==> config.mk <==
export PLATFORM = sky130hd
export DESIGN_NAME = counter_mode_sequencer
export DESIGN_NICKNAME = d
export VERILOG_FILES = /design/src/logic/counter_mode_sequencer_pkg.sv /design/src/logic/counter_mode_sequencer.sv
export VERILOG_INCLUDE_DIRS = /design/src /design/src/logic
export SDC_FILE = /design/constraint.sdc
export NUM_CORES = 1
export LEC_CHECK = 0
export ABC_AREA = 1
export BUFFER_PORTS_ARGS = -buffer_cell sky130_fd_sc_hd__clkbuf_2
export CAP_MARGIN = 20
export CORE_ASPECT_RATIO = 0.8
export CORE_UTILIZATION = 65
export CTS_BUF_LIST = sky130_fd_sc_hd__clkbuf_8
export DETAILED_ROUTE_END_ITERATION = 10
export PLACE_DENSITY = 0.86
export SLEW_MARGIN = 20
export SYNTH_ARGS = -nofsm -noshare
export SYNTH_HDL_FRONTEND = slang
export SYNTH_SLANG_ARGS = --single-unit
==> constraint.sdc <==
create_clock -name i_clock -period 3.75 [get_ports i_clock]
set_clock_uncertainty 0.1 [all_clocks]
set_input_delay 0.1875 -clock i_clock [delete_from_list [all_inputs] [get_ports i_clock]]
set_output_delay 0.1875 -clock i_clock [all_outputs]
set_load 0.02 [all_outputs]
==> src/logic/counter_mode_sequencer_defines.svh <==
// register offsets, field positions, reset values and fixed figures of the counter sequencer
// assumes: included by bare name from the package and the design file
`ifndef COUNTER_MODE_SEQUENCER_DEFINES_SVH
`define COUNTER_MODE_SEQUENCER_DEFINES_SVH

// ----------------------------------------------------------------
// widths
// ----------------------------------------------------------------
`define CMS_ADDR_W          3
`define CMS_DATA_W          16

// ----------------------------------------------------------------
// register offsets (word index on the plain register port)
// ----------------------------------------------------------------
`define CMS_REG_MODE        3'h0
`define CMS_REG_LOAD        3'h1
`define CMS_REG_HOLD        3'h2
`define CMS_REG_COUNT       3'h3
`define CMS_REG_COMMAND     3'h4
`define CMS_REG_STATUS      3'h5

// ----------------------------------------------------------------
// field positions
// ----------------------------------------------------------------
`define CMS_MODE_LSB        0
`define CMS_MODE_MSB        3
`define CMS_CMD_ARM_BIT     0
`define CMS_CMD_DISARM_BIT  1
`define CMS_CMD_LOAD_BIT    2

// ----------------------------------------------------------------
// reset values and counting constants
// ----------------------------------------------------------------
`define CMS_MODE_RESET      4'h0
`define CMS_LOAD_RESET      16'h0000
`define CMS_HOLD_RESET      16'h0000
`define CMS_COUNT_RESET     16'h0000
`define CMS_COUNT_TC_DOWN   16'h0001
`define CMS_COUNT_ONE       16'h0001
`define CMS_DATA_ZERO       16'h0000

`endif

==> src/logic/counter_mode_sequencer_pkg.sv <==
// types shared by the counter sequencer and its bench
// assumes: the defines header sits beside this file
`include "counter_mode_sequencer_defines.svh"

package counter_mode_sequencer_pkg;

	// ----------------------------------------------------------------
	// operating modes
	// ----------------------------------------------------------------
	typedef enum logic [3:0] {
		MODE_C = 4'b0000,
		MODE_D = 4'b0001,
		MODE_E = 4'b0010,
		MODE_F = 4'b0011,
		MODE_G = 4'b0100,
		MODE_H = 4'b0101,
		MODE_I = 4'b0110,
		MODE_J = 4'b0111,
		MODE_K = 4'b1000,
		MODE_L = 4'b1001,
		MODE_N = 4'b1010
	} mode_t;

	// ----------------------------------------------------------------
	// carriers
	// ----------------------------------------------------------------
	typedef struct packed {
		logic load;
		logic disarm;
		logic arm;
	} command_t;

	typedef struct packed {
		logic [9:0] spare;
		logic       retrigger_pending;
		logic       second_phase;
		logic       triggered;
		logic       armed;
		logic       toggled_terminal_output;
		logic       terminal_count;
	} status_t;

endpackage

==> src/logic/counter_mode_sequencer.sv <==
// one general-purpose down counter with its mode sequencing, modes C to N
// assumes: gate and source are synchronous to i_clock; one source edge per rising level change
//
// Local design decisions: strobed register access and the placing of the registers.
`timescale 1ns/1ps
`include "counter_mode_sequencer_defines.svh"

// What this block does
// - hardware-triggered strobe: armed, gate edge, count from next source edge to terminal count
// - strobe: at terminal count reload from load register, disarm; rearm then gate edge
// - strobe: gate ignored after triggering edge for rest of that count cycle
// - ungated rate generator: gate ignored, repeat, reload from load at each terminal count
// - level-gated rate generator: as ungated, counting only source edges while gate active
// - one-shot: gate edge starts; terminal count reloads from load, halts, no rearm needed
// - one-shot: further gate activity ignored until terminal count
// - delayed pulse: gate ignored, two terminal counts, hold then load reload, disarm
// - gated delayed pulse: same double sequence, counting only while gate active
// - triggered delayed strobe: gate edge starts, double sequence, gate ignored, disarm
// - ungated duty-cycle: count until disarmed, odd reloads hold, even reloads load
// - level-gated duty-cycle: gate qualifies edges, first reload after arm is hold
// - triggered delayed one-shot: gate edge, hold then load reload, wait next gate edge
// - retriggerable strobe: count while gate active to terminal count, reload, disarm
// - retriggerable strobe: each rising gate edge while armed copies count into hold
// - after retrigger first qualified edge loads count, decrement from the second
// - a qualified source edge is rising and occurs while gate is active
// - toggled output in delayed pulse: initial count sets delay, hold sets width
// - toggled output in duty-cycle mode: load and hold set the duty cycle
// - terminal count on the count after 0001, lasting one source cycle
// - toggled output flips on trailing edge of each terminal count pulse
module counter_mode_sequencer
	import counter_mode_sequencer_pkg::*;
(
	input  wire logic                      i_clock,
	input  wire logic                      i_reset,
	input  wire logic [`CMS_ADDR_W-1:0]    i_address,
	input  wire logic [`CMS_DATA_W-1:0]    i_write_data,
	input  wire logic                      i_write,
	input  wire logic                      i_read,
	output logic      [`CMS_DATA_W-1:0]    o_read_data,
	input  wire logic                      i_gate,
	input  wire logic                      i_source,
	output logic                           o_terminal_count,
	output logic                           o_toggled_terminal_output,
	output logic                           o_armed
);

	// ----------------------------------------------------------------
	// mode classes
	// ----------------------------------------------------------------
	function automatic logic is_legal(input logic [3:0] m);
		return m <= MODE_N;
	endfunction

	function automatic logic is_level_gated(input logic [3:0] m);
		return (m == MODE_E) || (m == MODE_H) || (m == MODE_K) || (m == MODE_N);
	endfunction

	function automatic logic is_edge_triggered(input logic [3:0] m);
		return (m == MODE_C) || (m == MODE_F) || (m == MODE_I) || (m == MODE_L);
	endfunction

	function automatic logic uses_hold(input logic [3:0] m);
		return (m >= MODE_G) && (m <= MODE_L);
	endfunction

	function automatic logic disarms_at_end(input logic [3:0] m);
		return (m == MODE_C) || (m == MODE_G) || (m == MODE_H) || (m == MODE_I) || (m == MODE_N);
	endfunction

	// ----------------------------------------------------------------
	// state
	// ----------------------------------------------------------------
	logic [3:0]             mode_r;
	logic [`CMS_DATA_W-1:0] load_r;
	logic [`CMS_DATA_W-1:0] hold_r;
	logic [`CMS_DATA_W-1:0] count_r;
	logic                   armed_r;
	logic                   triggered_r;
	logic                   second_r;
	logic                   pend_r;
	logic                   tc_r;
	logic                   toggle_r;
	logic                   gate_prev_r;
	logic                   src_prev_r;
	logic [`CMS_DATA_W-1:0] read_data_r;

	logic [`CMS_DATA_W-1:0] count_nxt;
	logic [`CMS_DATA_W-1:0] hold_nxt;
	logic [`CMS_DATA_W-1:0] read_data_nxt;
	logic                   armed_nxt;
	logic                   triggered_nxt;
	logic                   second_nxt;
	logic                   pend_nxt;
	logic                   tc_nxt;
	logic                   toggle_nxt;

	// ----------------------------------------------------------------
	// register port decode
	// ----------------------------------------------------------------
	wire      wr_mode  = i_write & (i_address == `CMS_REG_MODE);
	wire      wr_load  = i_write & (i_address == `CMS_REG_LOAD);
	wire      wr_hold  = i_write & (i_address == `CMS_REG_HOLD);
	wire      wr_cmd   = i_write & (i_address == `CMS_REG_COMMAND);

	command_t cmd;
	assign cmd.arm    = wr_cmd & i_write_data[`CMS_CMD_ARM_BIT];
	assign cmd.disarm = wr_cmd & i_write_data[`CMS_CMD_DISARM_BIT];
	assign cmd.load   = wr_cmd & i_write_data[`CMS_CMD_LOAD_BIT];

	// disarm beats arm when both bits are written together
	wire      do_arm    = cmd.arm & ~cmd.disarm;
	wire      do_disarm = cmd.disarm;

	status_t  status;
	assign status.spare                   = '0;
	assign status.retrigger_pending       = pend_r;
	assign status.second_phase            = second_r;
	assign status.triggered               = triggered_r;
	assign status.armed                   = armed_r;
	assign status.toggled_terminal_output = toggle_r;
	assign status.terminal_count          = tc_r;

	wire [`CMS_DATA_W-1:0] mode_word = {12'h000, mode_r};
	wire [`CMS_DATA_W-1:0] read_mux =
		(i_address == `CMS_REG_MODE)   ? mode_word :
		(i_address == `CMS_REG_LOAD)   ? load_r :
		(i_address == `CMS_REG_HOLD)   ? hold_r :
		(i_address == `CMS_REG_COUNT)  ? count_r :
		(i_address == `CMS_REG_STATUS) ? status :
		`CMS_DATA_ZERO;

	// read data stands only in the cycle after the strobe
	assign read_data_nxt = i_read ? read_mux : `CMS_DATA_ZERO;

	// ----------------------------------------------------------------
	// edge detection and counting qualification
	// ----------------------------------------------------------------
	wire gate_rise = i_gate & ~gate_prev_r;
	wire src_rise  = i_source & ~src_prev_r;
	wire mode_n    = (mode_r == MODE_N);

	// level modes need the gate high; edge modes need an accepted trigger
	wire gate_ok =
		is_level_gated(mode_r)    ? i_gate :
		is_edge_triggered(mode_r) ? triggered_r :
		1'b1;

	// a source edge coincident with a retrigger belongs before it, so it is not counted
	wire step = armed_r & is_legal(mode_r) & src_rise & gate_ok & ~(mode_n & gate_rise);

	wire reload_step = step & pend_r;
	wire dec_step    = step & ~pend_r;
	wire tc_event    = dec_step & (count_r == `CMS_COUNT_TC_DOWN);

	// first of a pair reloads from hold, the second from load
	wire use_hold_now = uses_hold(mode_r) & ~second_r;
	wire final_tc     = tc_event & (~uses_hold(mode_r) | second_r);

	// an edge mode accepts one trigger, then ignores the gate until its last terminal count
	wire trigger   = armed_r & is_edge_triggered(mode_r) & ~triggered_r & gate_rise;
	wire retrigger = armed_r & mode_n & gate_rise;

	// ----------------------------------------------------------------
	// next-state logic
	// ----------------------------------------------------------------
	assign count_nxt =
		cmd.load    ? load_r :
		tc_event    ? (use_hold_now ? hold_r : load_r) :
		reload_step ? load_r :
		dec_step    ? count_r - `CMS_COUNT_ONE :
		count_r;

	// hardware capture wins over a software write in the same cycle
	assign hold_nxt = retrigger ? count_r : (wr_hold ? i_write_data : hold_r);

	assign armed_nxt =
		do_disarm                               ? 1'b0 :
		do_arm                                  ? 1'b1 :
		(final_tc & disarms_at_end(mode_r))     ? 1'b0 :
		armed_r;

	// a gate edge in the cycle of an arm write counts as the trigger only if already armed; only disarm beats it
	assign triggered_nxt =
		do_disarm ? 1'b0 :
		trigger   ? 1'b1 :
		do_arm    ? 1'b0 :
		final_tc  ? 1'b0 :
		triggered_r;

	assign second_nxt =
		do_arm                           ? 1'b0 :
		(tc_event & uses_hold(mode_r))   ? ~second_r :
		second_r;

	assign pend_nxt =
		do_disarm   ? 1'b0 :
		retrigger   ? 1'b1 :
		do_arm      ? 1'b0 :
		reload_step ? 1'b0 :
		pend_r;

	// the pulse lasts until the next source edge
	assign tc_nxt     = tc_event ? 1'b1 : (src_rise ? 1'b0 : tc_r);
	assign toggle_nxt = (tc_r & src_rise) ? ~toggle_r : toggle_r;

	// ----------------------------------------------------------------
	// registers
	// ----------------------------------------------------------------
	always_ff @(posedge i_clock) begin
		if (i_reset) begin
			mode_r      <= `CMS_MODE_RESET;
			load_r      <= `CMS_LOAD_RESET;
			hold_r      <= `CMS_HOLD_RESET;
			count_r     <= `CMS_COUNT_RESET;
			read_data_r <= `CMS_DATA_ZERO;
		end else begin
			if (wr_mode) begin
				mode_r <= i_write_data[`CMS_MODE_MSB:`CMS_MODE_LSB];
			end
			if (wr_load) begin
				load_r <= i_write_data;
			end
			hold_r      <= hold_nxt;
			count_r     <= count_nxt;
			read_data_r <= read_data_nxt;
		end
	end

	always_ff @(posedge i_clock) begin
		if (i_reset) begin
			armed_r     <= 1'b0;
			triggered_r <= 1'b0;
			second_r    <= 1'b0;
			pend_r      <= 1'b0;
			tc_r        <= 1'b0;
			toggle_r    <= 1'b0;
			gate_prev_r <= 1'b0;
			src_prev_r  <= 1'b0;
		end else begin
			armed_r     <= armed_nxt;
			triggered_r <= triggered_nxt;
			second_r    <= second_nxt;
			pend_r      <= pend_nxt;
			tc_r        <= tc_nxt;
			toggle_r    <= toggle_nxt;
			gate_prev_r <= i_gate;
			src_prev_r  <= i_source;
		end
	end

	assign o_read_data               = read_data_r;
	assign o_terminal_count          = tc_r;
	assign o_toggled_terminal_output = toggle_r;
	assign o_armed                   = armed_r;

	// ----------------------------------------------------------------
	// assertions
	// ----------------------------------------------------------------
	property p_disarmed_holds;
		@(posedge i_clock) disable iff (i_reset)
		(!armed_r && !cmd.load) |=> (count_r == $past(count_r));
	endproperty
	a_disarmed_holds: assert property (p_disarmed_holds) else $error("disarmed counter changed its value");

	property p_strobe_disarms;
		@(posedge i_clock) disable iff (i_reset)
		(mode_r == MODE_C && tc_event && !cmd.arm && !cmd.load)
			|=> (!armed_r && !triggered_r && count_r == $past(load_r));
	endproperty
	a_strobe_disarms: assert property (p_strobe_disarms) else $error("strobe did not reload and disarm");

	property p_strobe_ignores_gate;
		@(posedge i_clock) disable iff (i_reset)
		(mode_r == MODE_C && armed_r && triggered_r && !tc_event && !wr_cmd && !wr_mode) |=> triggered_r;
	endproperty
	a_strobe_ignores_gate: assert property (p_strobe_ignores_gate) else $error("trigger lost mid cycle");

	property p_rate_reload;
		@(posedge i_clock) disable iff (i_reset)
		(mode_r == MODE_D && tc_event && !wr_cmd) |=> (count_r == $past(load_r)) && armed_r == $past(armed_r);
	endproperty
	a_rate_reload: assert property (p_rate_reload) else $error("rate generator reload wrong");

	property p_level_gate_blocks;
		@(posedge i_clock) disable iff (i_reset)
		(mode_r == MODE_E && !i_gate && !cmd.load) |=> $stable(count_r);
	endproperty
	a_level_gate_blocks: assert property (p_level_gate_blocks) else $error("counted with gate low");

	property p_oneshot_stays_armed;
		@(posedge i_clock) disable iff (i_reset)
		(mode_r == MODE_F && tc_event && !wr_cmd) |=> (armed_r && !triggered_r);
	endproperty
	a_oneshot_stays_armed: assert property (p_oneshot_stays_armed) else $error("one-shot did not halt armed");

	property p_first_tc_hold;
		@(posedge i_clock) disable iff (i_reset)
		(uses_hold(mode_r) && tc_event && !second_r && !wr_cmd)
			|=> (count_r == $past(hold_r) && second_r);
	endproperty
	a_first_tc_hold: assert property (p_first_tc_hold) else $error("first terminal count not from hold");

	property p_second_tc_load;
		@(posedge i_clock) disable iff (i_reset)
		(uses_hold(mode_r) && tc_event && second_r && !wr_cmd)
			|=> (count_r == $past(load_r) && !second_r);
	endproperty
	a_second_tc_load: assert property (p_second_tc_load) else $error("second terminal count not from load");

	property p_retrigger_capture;
		@(posedge i_clock) disable iff (i_reset)
		(mode_n && armed_r && gate_rise && !wr_cmd) |=> (hold_r == $past(count_r) && pend_r);
	endproperty
	a_retrigger_capture: assert property (p_retrigger_capture) else $error("retrigger did not capture count");

	property p_retrigger_reload;
		@(posedge i_clock) disable iff (i_reset)
		(pend_r && step && !cmd.load) |=> (count_r == $past(load_r) && !pend_r && !tc_r);
	endproperty
	a_retrigger_reload: assert property (p_retrigger_reload) else $error("retrigger reload wrong");

	property p_unqualified_edge;
		@(posedge i_clock) disable iff (i_reset)
		(mode_n && src_rise && !i_gate && !cmd.load) |=> $stable(count_r);
	endproperty
	a_unqualified_edge: assert property (p_unqualified_edge) else $error("unqualified edge counted");

	property p_tc_one_source_cycle;
		@(posedge i_clock) disable iff (i_reset)
		(tc_r && src_rise && !tc_event) |=> (!tc_r && toggle_r != $past(toggle_r));
	endproperty
	a_tc_one_source_cycle: assert property (p_tc_one_source_cycle) else $error("pulse end or toggle wrong");

	property p_toggle_only_on_trailing;
		@(posedge i_clock) disable iff (i_reset)
		!(tc_r && src_rise) |=> $stable(toggle_r);
	endproperty
	a_toggle_only_on_trailing: assert property (p_toggle_only_on_trailing) else $error("stray toggle");

	property p_arm_clears_phase;
		@(posedge i_clock) disable iff (i_reset)
		do_arm |=> (armed_r && !second_r && triggered_r == $past(trigger) && pend_r == $past(retrigger));
	endproperty
	a_arm_clears_phase: assert property (p_arm_clears_phase) else $error("arm did not clear phase");

	property p_edge_wait;
		@(posedge i_clock) disable iff (i_reset)
		(is_edge_triggered(mode_r) && !triggered_r && !cmd.load) |=> $stable(count_r);
	endproperty
	a_edge_wait: assert property (p_edge_wait) else $error("counted before trigger");

	property p_oneshot_gate;
		@(posedge i_clock) disable iff (i_reset)
		(mode_r == MODE_F && triggered_r && !final_tc && !wr_cmd && !wr_mode) |=> triggered_r;
	endproperty
	a_oneshot_gate: assert property (p_oneshot_gate) else $error("one-shot lost its trigger");

	property p_gated_delay;
		@(posedge i_clock) disable iff (i_reset)
		(mode_r == MODE_H && !i_gate && !cmd.load) |=> $stable(count_r);
	endproperty
	a_gated_delay: assert property (p_gated_delay) else $error("gated delay counted with gate low");

	property p_delay_strobe_end;
		@(posedge i_clock) disable iff (i_reset)
		(mode_r == MODE_I && final_tc && !wr_cmd) |=> (!armed_r && !triggered_r && count_r == $past(load_r));
	endproperty
	a_delay_strobe_end: assert property (p_delay_strobe_end) else $error("delayed strobe end wrong");

	property p_delay_oneshot_end;
		@(posedge i_clock) disable iff (i_reset)
		(mode_r == MODE_L && final_tc && !wr_cmd) |=> (armed_r && !triggered_r && count_r == $past(load_r));
	endproperty
	a_delay_oneshot_end: assert property (p_delay_oneshot_end) else $error("delayed one-shot end wrong");

	property p_retrig_strobe_end;
		@(posedge i_clock) disable iff (i_reset)
		(mode_n && tc_event && !wr_cmd) |=> (!armed_r && count_r == $past(load_r));
	endproperty
	a_retrig_strobe_end: assert property (p_retrig_strobe_end) else $error("retrigger strobe end wrong");

endmodule

==> flow_summary.yaml <==
run:
  cap_violations: 0
critical_path:
  cp_num_buf_inv: 2
  crit_chain: "nor2_1, clkinv_1, nand3_1, nand2_1, nand2_1, nand4_1, nand2_1, clkinv_1, nand2_1, a21oi_1"
  cp_slowest_cell: "nand3_1"
  critPathRequiredTime_ns: 3.88
  arrival_ns: 2.94
  cp-end-kind: "flip-flop"
  crit_type: "reg2reg"
  cp_max_fo: 17
  crit_path_frequent_cell: "nand2_1"
  path_delay_family: "simple AND/OR/NAND/NOR gates"
  start_kind: "flip-flop"
  cpPeakStageDelay_ns: 0.80
clock_network:
  cts_tree: "built"
  postCtsHoldBufs: 8
  clkTransAtPathRegs_ns: 0.08
  cts_resized: 0
  numCtsBuffers: 9
  clock_latency_ns: 0.37
  root_buffer: "clkbuf_8"
  cts_setup_buffers: 0
  clock_sinks: 76
  htree_levels: 3
  clk_path_buf_depth: 2
finish:
  fillers: 596
  regArea_mm2: 0.001521
  antenna_cells: 0
  final_nets: 783
  area_growth_pct: 11.50
  design_area_mm2: 0.005120
  multi_input_area_mm2: 0.002466
  drive_above_1_share: 0.1130
yosys:
  synth.ff_latch_count: 76
  yosysTopAreaCell: "dfxtp_1"
  synth_top_area_frac: 0.3313
  synth.avg_cell_area_um2: 6.342
  netlist_instances: 724
  ys_types: 33
  ys_warn_count: 0
  synth_fp_nets: 751
  synth.area.top_cells: "dfxtp_1 (33%), nand2_1 (14%), inv_1 (8.5%), nand4_1 (7.1%), o21ai_0 (6.9%)"
  synth_area_mm2: 0.004592
  yosysSeqAreaShare: 0.3313
status:
  status: "finished with violations"
  violations: "negative hold slack"
die:
  die_h_um: 77.18
  num_io_pins: 44
  core_mm2: 0.006858
  start_util: 0.6696
  floorplan.die_area_mm2: 0.007406
  die_x_um: 95.97
  placementRows: 27
sta:
  finalMaxSlewViolations: 0
  rsz0062_at_grt: "false"
  relSlewSlack: 0.2786
  finalCriticalPeriod_ns: 2.807
  final-hold-violation-count: 1
  finalSetupViolCount: 0
  fmax_ghz: 0.3563
  finalSetupTns_ns: 0
  tightest_slew_ns: 1.078
  hold_ws_ns: -0.002665
  fin_crit_sh: 0.7484
global_route:
  grt_max_degree: 40
  grt_pass1_vias: 5084
  track_usage: 0.4354
  antenna_found_initial: 0
  grt_pass1_wl_um: 24440
  gr-total-overflow: 0
detailed_routing:
  wl_per_cell_um: 18.08
  vias: 5390
  first_iter_violations: 750
  postRouteAntennaNets: 0
  drc: 0
  drt-vias-per-instance: 6.356
  drt_wl_total_um: 15330
  first_pass_iters: 8
placement:
  port_buffers: 43
  place_area_mm2: 0.004815
  gp_congestion: 0.9901
  hpwl_um: 9839
min_path:
  hp-class: "in2reg"
power:
  vdd_drop_max_v: 0.0002880
  p_per_area_mw_per_mm2: 342.2
  p_leak_nw: 2.253
## cell type report
class                      count  area share
clock buffer                  10     0.02688
clock inverter                 6     0.01711
inverter                     120     0.08798
multi-input combinational    491      0.4817
sequential                    76      0.2972
tap                           87     0.02126
timing repair buffer          58     0.06794
## Yosys cell counts, drive strengths merged
cell and instances:
nand2 176, inv 108, dfxtp 76, o21ai 67
nor2 56, nand4 53, a21oi 45, nand3 37
clkbuf 23, a31oi 20, buf 14, o22ai 14
xor2 14, clkinv 12, a221oi 2, ha 2
nor3 2, nand3b 1, o21a 1, o221ai 1
## stage by stage
| stage | setup WS, ns | std cells | util | total power [W] | hold slack [ns] |
|---|---|---|---|---|---|
| 2_1_floorplan | 1.907 | 724 | - | 0.0009716 | 0.1945 |
| 3_3_place_gp | 1.243 | 824 | 0.7021 | 0.001022 | 0.3096 |
| 3_5_place_dp | 1.138 | 824 | 0.7021 | 0.001027 | 0.3133 |
| 4_1_cts | 1.101 | 848 | 0.7466 | 0.001736 | 0.0006416 |
| 5_1_grt | 0.8424 | 848 | 0.7466 | 0.001798 | 0.01336 |
| 6_report | 0.9434 | 848 | 0.7466 | 0.001752 | -0.002665 |
## cell families (layout without fill, tap and decap cells)
kind of cell,after synthesis,after routing,share of synthesized area
adder cells (fa/ha/maj),2,2,0.005449
AND/OR/NAND/NOR,325,325,0.3275
flip-flops,76,76,0.3313
XOR/XNOR,14,14,0.02670
AO/OA/AOI/OAI,150,150,0.1766
buffers and inverters,157,194,0.1324
## worst paths after layout
kind	from	endpoint	slack [ns]	cells past startpoint
worst max register to register	mode_r[2]	count_r[8]	0.94	10
worst min register to register	second_r	second_r	0.41	2
worst min-delay path	i_write_data[14]	hold_r[14]	-0.003	3
worst max-delay path	mode_r[2]	count_r[8]	0.94	10
## worst register-to-register path, delay by kind of cell, from the launching register on
family	cells	cell delay, ns
and+or+nand+nor	7	1.53
DFF	1	0.40
buffers and inverters	2	0.59
AOI/OAI and AO/OA	1	0.06
## routing by layer
| layer | GRT usage | vias up | share of wire |
|---|---|---|---|
| met3 | 0.1270 | 84 | 0.15 |
| met5 | 0 | - | 0 |
| met1 | 0.5930 | 2393 | 0.39 |
| li1 | - | 2433 | - |
| met2 | 0.6207 | 480 | 0.42 |
| met4 | 0.2149 | 0 | 0.038 |
## report_power, final
part	internal, W	switching [W]	leakage (nW)
registers	0.000823	0.0000150	0.615
clock network	0.000392	0.000334	0.105
logic	0.0000561	0.000132	1.53
## flip-flops by register name, summed over array words and instances, names as in the netlist
| register | cells |
|---|---|
| count_r | 16 |
| gate_prev_r | 1 |
| hold_r | 16 |
| load_r | 16 |
| mode_r | 4 |
| o_armed | 1 |
| o_read_data | 16 |
| o_terminal_count | 1 |
| o_toggled_terminal_output | 1 |
| pend_r | 1 |
| second_r | 1 |
| src_prev_r | 1 |
| triggered_r | 1 |
## cell usage in the layout, fill, tap and decap left out, types with 3 or more instances in the layout
master         netlist  routed
a21oi_1             45      45
a31oi_1             20      20
buf_4                0       7
clkbuf_2             0      43
clkbuf_8             0      10
clkinv_1            12      12
clkinvlp_4           0       3
dfxtp_1             76      76
dlygate4sd3_1        0       8
inv_1              104     104
inv_2                4       4
nand2_1            173     173
nand3_1             33      33
nand3_2              4       4
nand4_1             52      52
nor2_1              51      51
o21ai_0             63      63
o22ai_1             14      14
xor2_1              14      14
No activity file was read; power rests on OpenSTA's default activity.
